File: config.mk
export PLATFORM = sky130hd
export DESIGN_NAME = tmr0_core
export DESIGN_NICKNAME = d
export VERILOG_FILES = /design/src/hw/tmr0_core.v
export VERILOG_INCLUDE_DIRS = /design/src /design/src/hw
export SDC_FILE = /design/constraint.sdc
export NUM_CORES = 1
export LEC_CHECK = 0
export BUFFER_PORTS_ARGS = -buffer_cell sky130_fd_sc_hd__buf_2
export CORE_MARGIN = 5
export CORE_UTILIZATION = 49
export DETAILED_ROUTE_END_ITERATION = 10
export PLACE_DENSITY = 0.77
export RECOVER_POWER = 25
export SYNTH_ARGS = -nofsm -noshare
export SYNTH_HDL_FRONTEND = slang
export SYNTH_SLANG_ARGS = --single-unit
File: constraint.sdc
create_clock -name aclk -period 2.3 [get_ports aclk]
set_input_delay 0.46 -clock aclk [delete_from_list [all_inputs] [get_ports aclk]]
set_output_delay 0.46 -clock aclk [all_outputs]
set_load 0.1 [all_outputs]
File: src/hw/tmr0_regs.vh
`ifndef TMR0_REGS_VH
`define TMR0_REGS_VH

// ----------------------------------------------------------------
// register indices (byte address is four times the index)
// ----------------------------------------------------------------
`define TMR0_IDX_CMP_B      6'h15
`define TMR0_IDX_CMP_A      6'h16
`define TMR0_IDX_COUNTER    6'h17
`define TMR0_IDX_CTL_B      6'h18
`define TMR0_IDX_CTL_A      6'h19
`define TMR0_IDX_FLAGS      6'h25
`define TMR0_IDX_ENABLES    6'h26

// ----------------------------------------------------------------
// field positions
// ----------------------------------------------------------------
`define TMR0_CTLB_FORCE_A   7
`define TMR0_CTLB_FORCE_B   6
`define TMR0_CTLB_WGM2      3
`define TMR0_CTLA_OMODE_A_HI 7
`define TMR0_CTLA_OMODE_A_LO 6
`define TMR0_CTLA_OMODE_B_HI 5
`define TMR0_CTLA_OMODE_B_LO 4
`define TMR0_BIT_MATCH_B    2
`define TMR0_BIT_MATCH_A    1
`define TMR0_BIT_OVERFLOW   0
`define TMR0_IRQ_RSVD_MASK  8'hbf
`define TMR0_CTLA_MASK      8'hf3

// ----------------------------------------------------------------
// reset values
// ----------------------------------------------------------------
`define TMR0_RST_BYTE       8'h00
`define TMR0_RST_CTLB       4'h0

// ----------------------------------------------------------------
// clock select and waveform mode codes
// ----------------------------------------------------------------
`define TMR0_CS_STOP        3'h0
`define TMR0_CS_DIV1        3'h1
`define TMR0_CS_DIV8        3'h2
`define TMR0_CS_DIV64       3'h3
`define TMR0_CS_DIV256      3'h4
`define TMR0_CS_DIV1024     3'h5
`define TMR0_CS_EXT_FALL    3'h6
`define TMR0_CS_EXT_RISE    3'h7
`define TMR0_WGM_CTC        3'h2
`define TMR0_WGM_PC_TOPA    3'h5
`define TMR0_WGM_FAST_TOPA  3'h7
`define TMR0_MAX            8'hff
`define TMR0_BOTTOM         8'h00

// ----------------------------------------------------------------
// prescaler tap masks
// ----------------------------------------------------------------
`define TMR0_PRE_W          10
`define TMR0_TAP8           10'h007
`define TMR0_TAP64          10'h03f
`define TMR0_TAP256         10'h0ff
`define TMR0_TAP1024        10'h3ff

// ----------------------------------------------------------------
// bus responses
// ----------------------------------------------------------------
`define TMR0_RESP_OKAY      2'h0
`define TMR0_RESP_SLVERR    2'h2

`endif

File: src/hw/tmr0_core.v
`timescale 1ns/1ns
`include "tmr0_regs.vh"

module tmr0_core (
	// clock and reset
	input  wire        aclk,
	input  wire        aresetn,
	// axi4-lite write address
	input  wire [7:0]  s_axi_awaddr,
	input  wire        s_axi_awvalid,
	output wire        s_axi_awready,
	// axi4-lite write data
	input  wire [31:0] s_axi_wdata,
	input  wire [3:0]  s_axi_wstrb,
	input  wire        s_axi_wvalid,
	output wire        s_axi_wready,
	// axi4-lite write response
	output reg  [1:0]  s_axi_bresp,
	output reg         s_axi_bvalid,
	input  wire        s_axi_bready,
	// axi4-lite read address
	input  wire [7:0]  s_axi_araddr,
	input  wire        s_axi_arvalid,
	output wire        s_axi_arready,
	// axi4-lite read data
	output reg  [31:0] s_axi_rdata,
	output reg  [1:0]  s_axi_rresp,
	output reg         s_axi_rvalid,
	input  wire        s_axi_rready,
	// cpu interrupt side
	input  wire        cpu_global_irq_enable,
	input  wire        vector_ack_match_a,
	input  wire        vector_ack_match_b,
	input  wire        vector_ack_overflow,
	output wire        irq_match_a,
	output wire        irq_match_b,
	output wire        irq_overflow,
	output wire        irq,
	// pins
	input  wire        ext_count_pin,
	output reg         wave_out_a,
	output wire        wave_oe_a,
	output reg         wave_out_b,
	output wire        wave_oe_b
);

// ----------------------------------------------------------------
// state
// ----------------------------------------------------------------
reg  [7:0]              counter_value_r;
reg  [7:0]              counter_value_nxt;
reg  [7:0]              compare_a_value_r;
reg  [7:0]              compare_b_value_r;
reg  [7:0]              timer_control_a_r;
reg  [3:0]              timer_control_b_r;
reg  [7:0]              timer_interrupt_flags_r;
reg  [7:0]              timer_interrupt_flags_nxt;
reg  [7:0]              timer_interrupt_enables_r;
reg                     count_down_r;
reg                     count_down_nxt;
reg                     match_block_r;
reg  [`TMR0_PRE_W-1:0]  prescale_r;
reg  [2:0]              ext_sync_r;
reg                     wave_a_nxt;
reg                     wave_b_nxt;
reg                     tick;
reg  [7:0]              rd_val;
reg                     rd_hit;
reg                     wr_hit;

// ----------------------------------------------------------------
// mode decode
// ----------------------------------------------------------------
wire [2:0] waveform_mode      = {timer_control_b_r[`TMR0_CTLB_WGM2],
                                 timer_control_a_r[1:0]};
wire       waveform_mode_high_bit = timer_control_b_r[`TMR0_CTLB_WGM2];
wire [2:0] clock_select_field = timer_control_b_r[2:0];
wire [1:0] out_mode_a = timer_control_a_r[`TMR0_CTLA_OMODE_A_HI:
                                          `TMR0_CTLA_OMODE_A_LO];
wire [1:0] out_mode_b = timer_control_a_r[`TMR0_CTLA_OMODE_B_HI:
                                          `TMR0_CTLA_OMODE_B_LO];
// odd mode codes are the pwm ones; 4 and 6 run as normal
wire       is_pwm   = waveform_mode[0];
wire       is_phase = waveform_mode[0] & ~waveform_mode[1];
wire       top_is_a = (waveform_mode == `TMR0_WGM_CTC) |
                      (waveform_mode == `TMR0_WGM_PC_TOPA) |
                      (waveform_mode == `TMR0_WGM_FAST_TOPA);
wire [7:0] top_val  = top_is_a ? compare_a_value_r : `TMR0_MAX;
wire       at_top   = (counter_value_r == top_val);
wire       at_max   = (counter_value_r == `TMR0_MAX);
wire       at_bot   = (counter_value_r == `TMR0_BOTTOM);

// ----------------------------------------------------------------
// bus decode
// ----------------------------------------------------------------
wire       wr_fire = s_axi_awvalid & s_axi_wvalid & ~s_axi_bvalid;
wire       wr_en   = wr_fire & s_axi_wstrb[0];
wire [5:0] wr_idx  = s_axi_awaddr[7:2];
wire [5:0] rd_idx  = s_axi_araddr[7:2];
wire [7:0] wr_byte = s_axi_wdata[7:0];
wire       rd_fire = s_axi_arvalid & ~s_axi_rvalid;

// address and data are taken together, so neither can slip ahead
assign s_axi_awready = wr_fire;
assign s_axi_wready  = wr_fire;
assign s_axi_arready = ~s_axi_rvalid;

wire wr_cnt  = wr_en & (wr_idx == `TMR0_IDX_COUNTER);
wire wr_cmpa = wr_en & (wr_idx == `TMR0_IDX_CMP_A);
wire wr_cmpb = wr_en & (wr_idx == `TMR0_IDX_CMP_B);
wire wr_ctla = wr_en & (wr_idx == `TMR0_IDX_CTL_A);
wire wr_ctlb = wr_en & (wr_idx == `TMR0_IDX_CTL_B);
wire wr_flg  = wr_en & (wr_idx == `TMR0_IDX_FLAGS);
wire wr_msk  = wr_en & (wr_idx == `TMR0_IDX_ENABLES);

always @* begin
	case (wr_idx)
	`TMR0_IDX_CMP_B, `TMR0_IDX_CMP_A, `TMR0_IDX_COUNTER,
	`TMR0_IDX_CTL_B, `TMR0_IDX_CTL_A, `TMR0_IDX_FLAGS,
	`TMR0_IDX_ENABLES: wr_hit = 1'b1;
	default:           wr_hit = 1'b0;
	endcase
end

// ----------------------------------------------------------------
// force strobes
// ----------------------------------------------------------------
// ignored in pwm; software keeps them zero there anyway
wire force_match_a = wr_ctlb & wr_byte[`TMR0_CTLB_FORCE_A] &
                     ~is_pwm;
wire force_match_b = wr_ctlb & wr_byte[`TMR0_CTLB_FORCE_B] &
                     ~is_pwm;

// ----------------------------------------------------------------
// clock source
// ----------------------------------------------------------------
// pin is sampled whatever its direction, so software may drive it
wire ext_rise = ext_sync_r[1] & ~ext_sync_r[2];
wire ext_fall = ~ext_sync_r[1] & ext_sync_r[2];

always @* begin
	case (clock_select_field)
	`TMR0_CS_STOP:     tick = 1'b0;
	`TMR0_CS_DIV1:     tick = 1'b1;
	`TMR0_CS_DIV8:     tick = (prescale_r & `TMR0_TAP8) == `TMR0_TAP8;
	`TMR0_CS_DIV64:    tick = (prescale_r & `TMR0_TAP64) == `TMR0_TAP64;
	`TMR0_CS_DIV256:   tick = (prescale_r & `TMR0_TAP256) == `TMR0_TAP256;
	`TMR0_CS_DIV1024:  tick = (prescale_r & `TMR0_TAP1024) ==
	                          `TMR0_TAP1024;
	`TMR0_CS_EXT_FALL: tick = ext_fall;
	`TMR0_CS_EXT_RISE: tick = ext_rise;
	default:           tick = 1'b0;
	endcase
end

// ----------------------------------------------------------------
// events
// ----------------------------------------------------------------
wire match_a = tick & ~match_block_r &
               (counter_value_r == compare_a_value_r);
wire match_b = tick & ~match_block_r &
               (counter_value_r == compare_b_value_r);
// overflow point differs per mode
wire overflow = tick & (is_phase ? (count_down_r & at_bot) :
                (waveform_mode == `TMR0_WGM_FAST_TOPA) ? at_top :
                at_max);
// fast pwm reaches bottom on the wrap from top
wire fast_wrap = tick & is_pwm & ~is_phase & at_top;

// ----------------------------------------------------------------
// counter
// ----------------------------------------------------------------
always @* begin
	counter_value_nxt = counter_value_r;
	count_down_nxt    = count_down_r;
	if (tick) begin
		if (is_phase) begin
			if (!count_down_r) begin
				if (at_top) begin
					count_down_nxt    = 1'b1;
					counter_value_nxt = counter_value_r - 8'h01;
				end else begin
					counter_value_nxt = counter_value_r + 8'h01;
				end
			end else if (at_bot) begin
				count_down_nxt    = 1'b0;
				counter_value_nxt = counter_value_r + 8'h01;
			end else begin
				counter_value_nxt = counter_value_r - 8'h01;
			end
		end else if (at_top) begin
			// ctc clears on any tick at top, even while the match is blocked, never on a force
			counter_value_nxt = `TMR0_BOTTOM;
		end else begin
			counter_value_nxt = counter_value_r + 8'h01;
		end
	end
	// bus write has priority over counting
	if (wr_cnt)
		counter_value_nxt = wr_byte;
end

// ----------------------------------------------------------------
// flags
// ----------------------------------------------------------------
wire [7:0] flag_set = {5'h00, match_b, match_a, overflow};
wire [7:0] flag_ack = {5'h00, vector_ack_match_b, vector_ack_match_a,
                       vector_ack_overflow};

always @* begin
	timer_interrupt_flags_nxt = timer_interrupt_flags_r & ~flag_ack;
	if (wr_flg)
		timer_interrupt_flags_nxt = timer_interrupt_flags_nxt & ~wr_byte;
	// a new event in the clearing cycle is kept
	timer_interrupt_flags_nxt = (timer_interrupt_flags_nxt | flag_set) &
	                            `TMR0_IRQ_RSVD_MASK;
end

wire [7:0] pending = timer_interrupt_flags_r & timer_interrupt_enables_r;
assign irq_match_b  = cpu_global_irq_enable &
                      pending[`TMR0_BIT_MATCH_B];
assign irq_match_a  = cpu_global_irq_enable &
                      pending[`TMR0_BIT_MATCH_A];
assign irq_overflow = cpu_global_irq_enable &
                      pending[`TMR0_BIT_OVERFLOW];
assign irq = irq_match_a | irq_match_b | irq_overflow;

// ----------------------------------------------------------------
// waveform outputs
// ----------------------------------------------------------------
function wave_f;
	input       cur;
	input [1:0] mode;
	input       hit;
	input       frc;
	input       pwm;
	input       phase;
	input       up;
	input       bot;
	input       tgl_ok;
	begin
		wave_f = cur;
		if (!pwm) begin
			if (hit | frc) begin
				case (mode)
				2'h1:    wave_f = ~cur;
				2'h2:    wave_f = 1'b0;
				2'h3:    wave_f = 1'b1;
				default: wave_f = cur;
				endcase
			end
		end else if (mode[1]) begin
			if (phase) begin
				if (hit)
					wave_f = mode[0] ^ ~up;
			end else if (hit) begin
				wave_f = mode[0];
			end else if (bot) begin
				wave_f = ~mode[0];
			end
		end else if (mode[0] & tgl_ok & hit) begin
			wave_f = ~cur;
		end
	end
endfunction

always @* begin
	wave_a_nxt = wave_f(wave_out_a, out_mode_a, match_a, force_match_a,
	                    is_pwm, is_phase, ~count_down_r, fast_wrap,
	                    waveform_mode_high_bit);
	wave_b_nxt = wave_f(wave_out_b, out_mode_b, match_b, force_match_b,
	                    is_pwm, is_phase, ~count_down_r, fast_wrap,
	                    1'b0);
end

assign wave_oe_a = |out_mode_a;
assign wave_oe_b = |out_mode_b;

// ----------------------------------------------------------------
// read mux
// ----------------------------------------------------------------
always @* begin
	rd_hit = 1'b1;
	case (rd_idx)
	`TMR0_IDX_CMP_B:   rd_val = compare_b_value_r;
	`TMR0_IDX_CMP_A:   rd_val = compare_a_value_r;
	`TMR0_IDX_COUNTER: rd_val = counter_value_r;
	`TMR0_IDX_CTL_A:   rd_val = timer_control_a_r;
	`TMR0_IDX_CTL_B:   rd_val = {4'h0, timer_control_b_r};
	`TMR0_IDX_FLAGS:   rd_val = timer_interrupt_flags_r &
	                            `TMR0_IRQ_RSVD_MASK;
	`TMR0_IDX_ENABLES: rd_val = timer_interrupt_enables_r &
	                            `TMR0_IRQ_RSVD_MASK;
	default: begin
		rd_val = `TMR0_RST_BYTE;
		rd_hit = 1'b0;
	end
	endcase
end

// ----------------------------------------------------------------
// registers
// ----------------------------------------------------------------
always @(posedge aclk) begin
	if (!aresetn) begin
		counter_value_r           <= `TMR0_RST_BYTE;
		compare_a_value_r         <= `TMR0_RST_BYTE;
		compare_b_value_r         <= `TMR0_RST_BYTE;
		timer_control_a_r         <= `TMR0_RST_BYTE;
		timer_control_b_r         <= `TMR0_RST_CTLB;
		timer_interrupt_flags_r   <= `TMR0_RST_BYTE;
		timer_interrupt_enables_r <= `TMR0_RST_BYTE;
		count_down_r              <= 1'b0;
		match_block_r             <= 1'b0;
		prescale_r                <= {`TMR0_PRE_W{1'b0}};
		ext_sync_r                <= 3'h0;
		wave_out_a                <= 1'b0;
		wave_out_b                <= 1'b0;
		s_axi_bvalid              <= 1'b0;
		s_axi_bresp               <= `TMR0_RESP_OKAY;
		s_axi_rvalid              <= 1'b0;
		s_axi_rresp               <= `TMR0_RESP_OKAY;
		s_axi_rdata               <= 32'h00000000;
	end else begin
		prescale_r              <= prescale_r + {{(`TMR0_PRE_W-1){1'b0}}, 1'b1};
		ext_sync_r              <= {ext_sync_r[1:0], ext_count_pin};
		counter_value_r         <= counter_value_nxt;
		count_down_r            <= count_down_nxt;
		timer_interrupt_flags_r <= timer_interrupt_flags_nxt;
		wave_out_a              <= wave_a_nxt;
		wave_out_b              <= wave_b_nxt;
		// block lasts until the first tick after the write
		if (wr_cnt)
			match_block_r <= 1'b1;
		else if (tick)
			match_block_r <= 1'b0;
		if (wr_cmpa)
			compare_a_value_r <= wr_byte;
		if (wr_cmpb)
			compare_b_value_r <= wr_byte;
		if (wr_ctla)
			timer_control_a_r <= wr_byte & `TMR0_CTLA_MASK;
		if (wr_ctlb)
			timer_control_b_r <= wr_byte[3:0];
		if (wr_msk)
			timer_interrupt_enables_r <= wr_byte &
			                             `TMR0_IRQ_RSVD_MASK;
		if (wr_fire) begin
			s_axi_bvalid <= 1'b1;
			s_axi_bresp  <= wr_hit ? `TMR0_RESP_OKAY : `TMR0_RESP_SLVERR;
		end else if (s_axi_bready) begin
			s_axi_bvalid <= 1'b0;
		end
		if (rd_fire) begin
			s_axi_rvalid <= 1'b1;
			s_axi_rdata  <= {24'h000000, rd_val};
			s_axi_rresp  <= rd_hit ? `TMR0_RESP_OKAY : `TMR0_RESP_SLVERR;
		end else if (s_axi_rready) begin
			s_axi_rvalid <= 1'b0;
		end
	end
end

endmodule

# ---- Word-level counts from Yosys, hierarchy flattened
# Index checks and enable logic that the tools add are counted.
dict set report totals {
  reg_bits 79
  input_bits 64
  out_inout_bits 49
}
dict set report op_classes {
  addsub 3
  n_eq_ne 44
  muxes 43
  bitwise_logic 57
  n_reduce_logical 16
}
# operator count
set op_table {}
lappend op_table {{8-bit 2-to-1 mux} 9}
lappend op_table {{6-bit by 5-bit == test with 1-bit output, second input constant} 10}
lappend op_table {{8-bit one-hot mux with 7 select lines} 1}
lappend op_table {{1-bit bitwise AND} 31}
lappend op_table {{6-bit == test, second input constant} 5}
lappend op_table {{1-bit 2-to-1 mux} 28}
lappend op_table {{8-bit == test} 3}
lappend op_table {{3-bit == test, second input constant} 7}
lappend op_table {{8-bit bitwise AND} 2}
lappend op_table {{8-bit == test, second input constant} 2}
lappend op_table {{7-bit OR reduction} 2}
lappend op_table {{1-bit NOT} 12}
lappend op_table {{10-bit by 1-bit adder with 10-bit output, second input constant} 1}
lappend op_table {{10-bit == test, second input constant} 1}
lappend op_table {{5-bit AND reduction} 2}
lappend op_table {{2-bit nonzero test} 5}
lappend op_table {{3-bit by 2-bit == test with 1-bit output, second input constant} 3}
lappend op_table {{8-bit by 1-bit adder with 8-bit output, second input constant} 1}
lappend op_table {{2-bit == test, second input constant} 4}
lappend op_table {{8-bit zero test} 1}
lappend op_table {{3-bit NOT with 8-bit output} 1}
lappend op_table {{8-bit NOT} 1}
lappend op_table {{8-bit by 3-bit OR with 8-bit output} 1}
lappend op_table {{1-bit one-hot mux with 8 select lines} 1}
lappend op_table {{other kinds (17)} 29}

# ---- Depth between registers and ports, before layout
dict set report logic_depth {
  word_depth 11
  mapped_depth 10
  mapped_depth_nobuf 9
}

# ---- Least setup slack after synthesis
# Ideal clock, no wire load.
dict set report synth_path {
  path_type {flip-flop to output port}
  from {register s_axi_bvalid}
  to {output port s_axi_wready}
  arrival_time_ns 2.659
  required_time_ns 1.840
  setup_slack_ns -0.819
  path_stages_with_launch 3
  n_path_buf 1
  cell_sequence {dfxtp_1 nor2_1 buf_4}
}
dict set report synth_via {
  elab_chain_cells 2
}
# element line_no
set synth_lines {}
lappend synth_lines {{from (decl)} tmr0_core.v:19} ;# output reg s_axi_bvalid,
lappend synth_lines {{from (signal assigned)} tmr0_core.v:319} ;# s_axi_bvalid <= 1'b0;
lappend synth_lines {{from (signal assigned)} tmr0_core.v:349} ;# s_axi_bvalid <= 1'b1;
lappend synth_lines {{from (signal assigned)} tmr0_core.v:352} ;# s_axi_bvalid <= 1'b0;
lappend synth_lines {{1-bit NOT} tmr0_core.v:96} ;# wire wr_fire = s_axi_awvalid & s_axi_wvalid & ~s_axi_bvalid;
lappend synth_lines {{1-bit bitwise AND} tmr0_core.v:96}
lappend synth_lines {{to (decl)} tmr0_core.v:16} ;# output wire s_axi_wready,
# Every way passes these cells.

# ---- Final worst setup path
dict set report layout_path {
  from {register timer_control_b_r[0]}
  to {register wave_out_a}
}
dict set report layout_via {
  elab_chain_cells 8
  word_cells_on_any_way 25
  cone_classes {eq/ne (10); mux (5); bitwise (7); reduce/logical (3)}
}
# element line_no
set layout_lines {}
lappend layout_lines {{from (decl)} tmr0_core.v:55} ;# reg [3:0] timer_control_b_r;
lappend layout_lines {{from (signal assigned)} tmr0_core.v:310} ;# timer_control_b_r <= `TMR0_RST_CTLB;
lappend layout_lines {{from (signal assigned)} tmr0_core.v:344} ;# timer_control_b_r <= wr_byte[3:0];
lappend layout_lines {{3-bit == test, or another cell as far along} tmr0_core.v:142} ;# case (clock_select_field)
lappend layout_lines {{1-bit one-hot mux with 8 select lines (*)} tmr0_core.v:142}
lappend layout_lines {{branches (longest 6 deep; another with 5-bit AND reduction)} -}
lappend layout_lines {{to (signal assigned)} tmr0_core.v:330} ;# wave_out_a <= wave_a_nxt;
lappend layout_lines {{to (decl)} tmr0_core.v:41} ;# output reg wave_out_a,
# Mark *: on every way between the ends.
# A chain may end at the register's enable or synchronous reset.

==> results.yml <==
run_status:
  status: "completed"
timing:
  finalMaxSlewViolations: 0
  post-route-period-util_pct: 97.10
  setup_violations: 0
  hold_viol_final: 0
  min_period_ns: 2.233
  setup_tns_ns: 0
  fmax_mhz: 447.8
  slew-limit-headroom_pct: 16.17
  hold-worst-slack_ns: 0.2699
  skew_ns: 0.01747
  tightestPinTransition_ns: 1.241
clock_network:
  clk_transition_reported_paths_ns: 0.09
  cts_inserted_buffers: 9
  clock-sinks: 77
  root_buffer: "clkbuf_8"
  clk_latency_ns: 0.36
  clock_tree.htree_level_count: 3
  hold_buffers: 0
  clockBufferDepth: 2
  cts_tree: "yes"
power_and_ir_drop:
  intPower_mw: 2.058
  p_switching_mw: 1.011
  clockPowerShare_pct: 38.3
  p_seq_share_pct: 44.5
  swShare_pct: 32.94
  p_leak_nw: 2.571
  power.density_nw_per_um2: 540.9
  power.total_mw: 3.069
  ir_drop_mv: 0.4160
  pwr-share-comb_pct: 17.2
cells_and_area:
  seqCellArea_um2: 1570
  multiInputGateArea_um2: 2915
  final_common_cell: "nor2_1"
  drive_gt1_share_pct: 27.84
  area_growth_pct: 21.32
  nets: 724
  fillers: 824
  final_cell_mix: "nor2_1 (73), dfxtp_1 (62), buf_4 (56), buf_2 (54), nand2_1 (37)"
  n_antenna_cell: 0
synthesis:
  yosys-top-cells-area: "dfxtp_1 (33%), mux2i_1 (6.6%), nor2_1 (6.0%)"
  synthFlopType: "dfxtp_1"
  synth_top_area_share_pct: 32.96
  synth_top_area_cell: "dfxtp_1"
  synth-edff-count: 0
  synth_seq_area_share_pct: 32.96
  synth_warnings: 0
  async_reset_ff_share_pct: 0
  synth.distinct_cells: 73
  syn_avg_cell_area_um2: 8.322
  syn_inst: 562
  syn_area_um2: 4677
  synth-seq-cells: 77
detailed_routing:
  vias_per_cell: 5.828
  drt_first_pass_iters: 5
  vias: 4604
  drt-initial-drc-count: 401
  routed_wl_um: 14130
  drc_errors: 0
  ant_nets: 0
  wl_per_cell_um: 17.89
critical_path:
  cp.arrival_ns: 2.46
  cp_top_family: "compound AO/OA/AOI/OAI gates"
  path_common_cell: "buf_4"
  critPathMaxFanout: 6
  setup.worst_path.class: "flop to flop"
  crit_path_top_delay_cell: "or3b_2"
  cp_cell_sequence: "or3b_2 -> a21oi_2 -> a311oi_2 -> buf_4 -> buf_4 -> o32ai_2 -> a31oi_1 -> a41oi_1 -> o221ai_1"
  critPathCaptureType: "flop"
  start_kind: "flop"
  critPathBufInv: 2
  crit_path_max_incr_delay_ns: 0.47
  cp_data_required_time_ns: 2.52
place:
  io_buffers: 55
  dp_hpwl_um: 10510
  gp_congestion: 0.9752
floorplanning:
  rows: 35
  die_y_um: 107.7
  die_x_um: 107.7
  ios: 113
  core_area_um2: 9284
  die-area_um2: 11600
  start_util_pct: 50.38
global_route:
  grt.overflow.total: 0
  track_usage_pct: 24.12
  antenna_found_initial: 1
  grt_max_degree: 53
  grt_pass1_vias: 4477
  grt_pass1_wl_um: 22220
worst_hold_path:
  hold_class: "input port to flop"
job:
  maxCapViolCount: 0
stage by stage:
stage,std cells,area [um^2],worst slack [ns],utilization (%)
final,790,5674,0.06670,61.12
after global routing,790,5674,-0.05277,61.12
after CTS,787,5580,0.01671,60.11
after detailed placement,770,5321,-0.1111,57.32
after global placement,770,5321,-0.1154,57.32
after floorplan,587,4786,0.03337,-
worst register-to-register path, cell delays in order (launching register included):
cell and delay, ns:
dfxtp_4 0.36, or3b_2 0.48, a21oi_2 0.16, a311oi_2 0.05
buf_4 0.18, buf_4 0.15, o32ai_2 0.29, a31oi_1 0.12
a41oi_1 0.18, o221ai_1 0.14
area by class of cell:
class | count | area share [%]
multi-input cells | 433 | 51.38
flip-flops and latches | 77 | 27.67
repair buffers | 115 | 12.83
well taps | 129 | 2.845
clock buffers | 10 | 2.249
clock inverters | 6 | 1.698
inverters | 20 | 1.323
logic make-up (layout without fill, tap and decap cells):
logic type | after synthesis | count (layout) | synth area share (%)
XOR/XNOR | 22 | 22 | 4.120
buffers and inverters | 77 | 151 | 8.748
AND/OR/NAND/NOR | 215 | 215 | 23.70
adder cells (fa/ha/maj) | 4 | 4 | 1.070
AO/OA/AOI/OAI | 125 | 125 | 20.28
flip-flops | 77 | 77 | 32.96
other | 1 | 26 | 0.08018
multiplexers | 41 | 41 | 9.042
cells in the mapped netlist (4+ instances only):
cell / count
nand2b_1: 11
and2_1: 8
xor2_1: 15
nor3_1: 9
nor2_1: 75
nand3b_1: 5
o31ai_1: 6
nor2b_1: 9
nor3b_1: 4
a211oi_1: 5
nand2_1: 37
mux2_2: 10
a221oi_1: 7
a31oi_1: 6
a21oi_1: 29
o21ai_0: 18
and3_1: 7
clkbuf_1: 22
inv_1: 17
o221ai_1: 4
dfxtp_1: 77
o211ai_1: 4
ha_1: 4
buf_4: 31
nand3_1: 17
xnor2_1: 7
nor4_1: 4
a22o_1: 10
a32oi_1: 4
or3_1: 5
mux2i_1: 31
final timing paths:
kind                                to  slack [ns]                         startpoint  depth (start not counted)
min          s_axi_rvalid$_SDFFE_PN0P_        0.27                       s_axi_rready                          2
min reg2reg   ext_sync_r[1]$_SDFF_PN0_        0.44           ext_sync_r[0]$_SDFF_PN0_                          1
max reg2reg    wave_out_a$_SDFFE_PN0P_        0.07  timer_control_b_r[0]$_SDFFE_PN0P_                          9
max            wave_out_a$_SDFFE_PN0P_        0.07  timer_control_b_r[0]$_SDFFE_PN0P_                          9
per-layer routing:
metal  up-vias  share of wire, %  track usage [%]
li1       2160                 -                -
met1      2211                41            30.65
met2       198                48            40.59
met3        33               8.5            5.219
met4         2               2.1            7.665
met5         -              0.11                0
sequential cells by signal, summed over array words and instances (netlist names), 3 cells and up:
name                       count
compare_a_value_r              8
compare_b_value_r              8
counter_value_r                8
ext_sync_r                     3
prescale_r                    10
s_axi_rdata                    8
timer_control_a_r              6
timer_control_b_r              4
timer_interrupt_enables_r      7
timer_interrupt_flags_r        7
power by group through the flow:
stage | clock network [mW] | registers, mW | logic, mW
after detailed placement | 0 | 1.40 | 0.520
after CTS | 1.18 | 1.37 | 0.521
after floorplan | 0 | 1.50 | 0.342
after global placement | 0 | 1.40 | 0.515
final | 1.17 | 1.37 | 0.528
after global routing | 1.25 | 1.37 | 0.549
repair_timing:
action                                  in CTS  in global routing
resized for setup                            9                 25
endpoints found under the setup margin       5                  9
buffers inserted                             1                  3
pin swaps                                    1                  7
(Power assumes the default switching activity.)
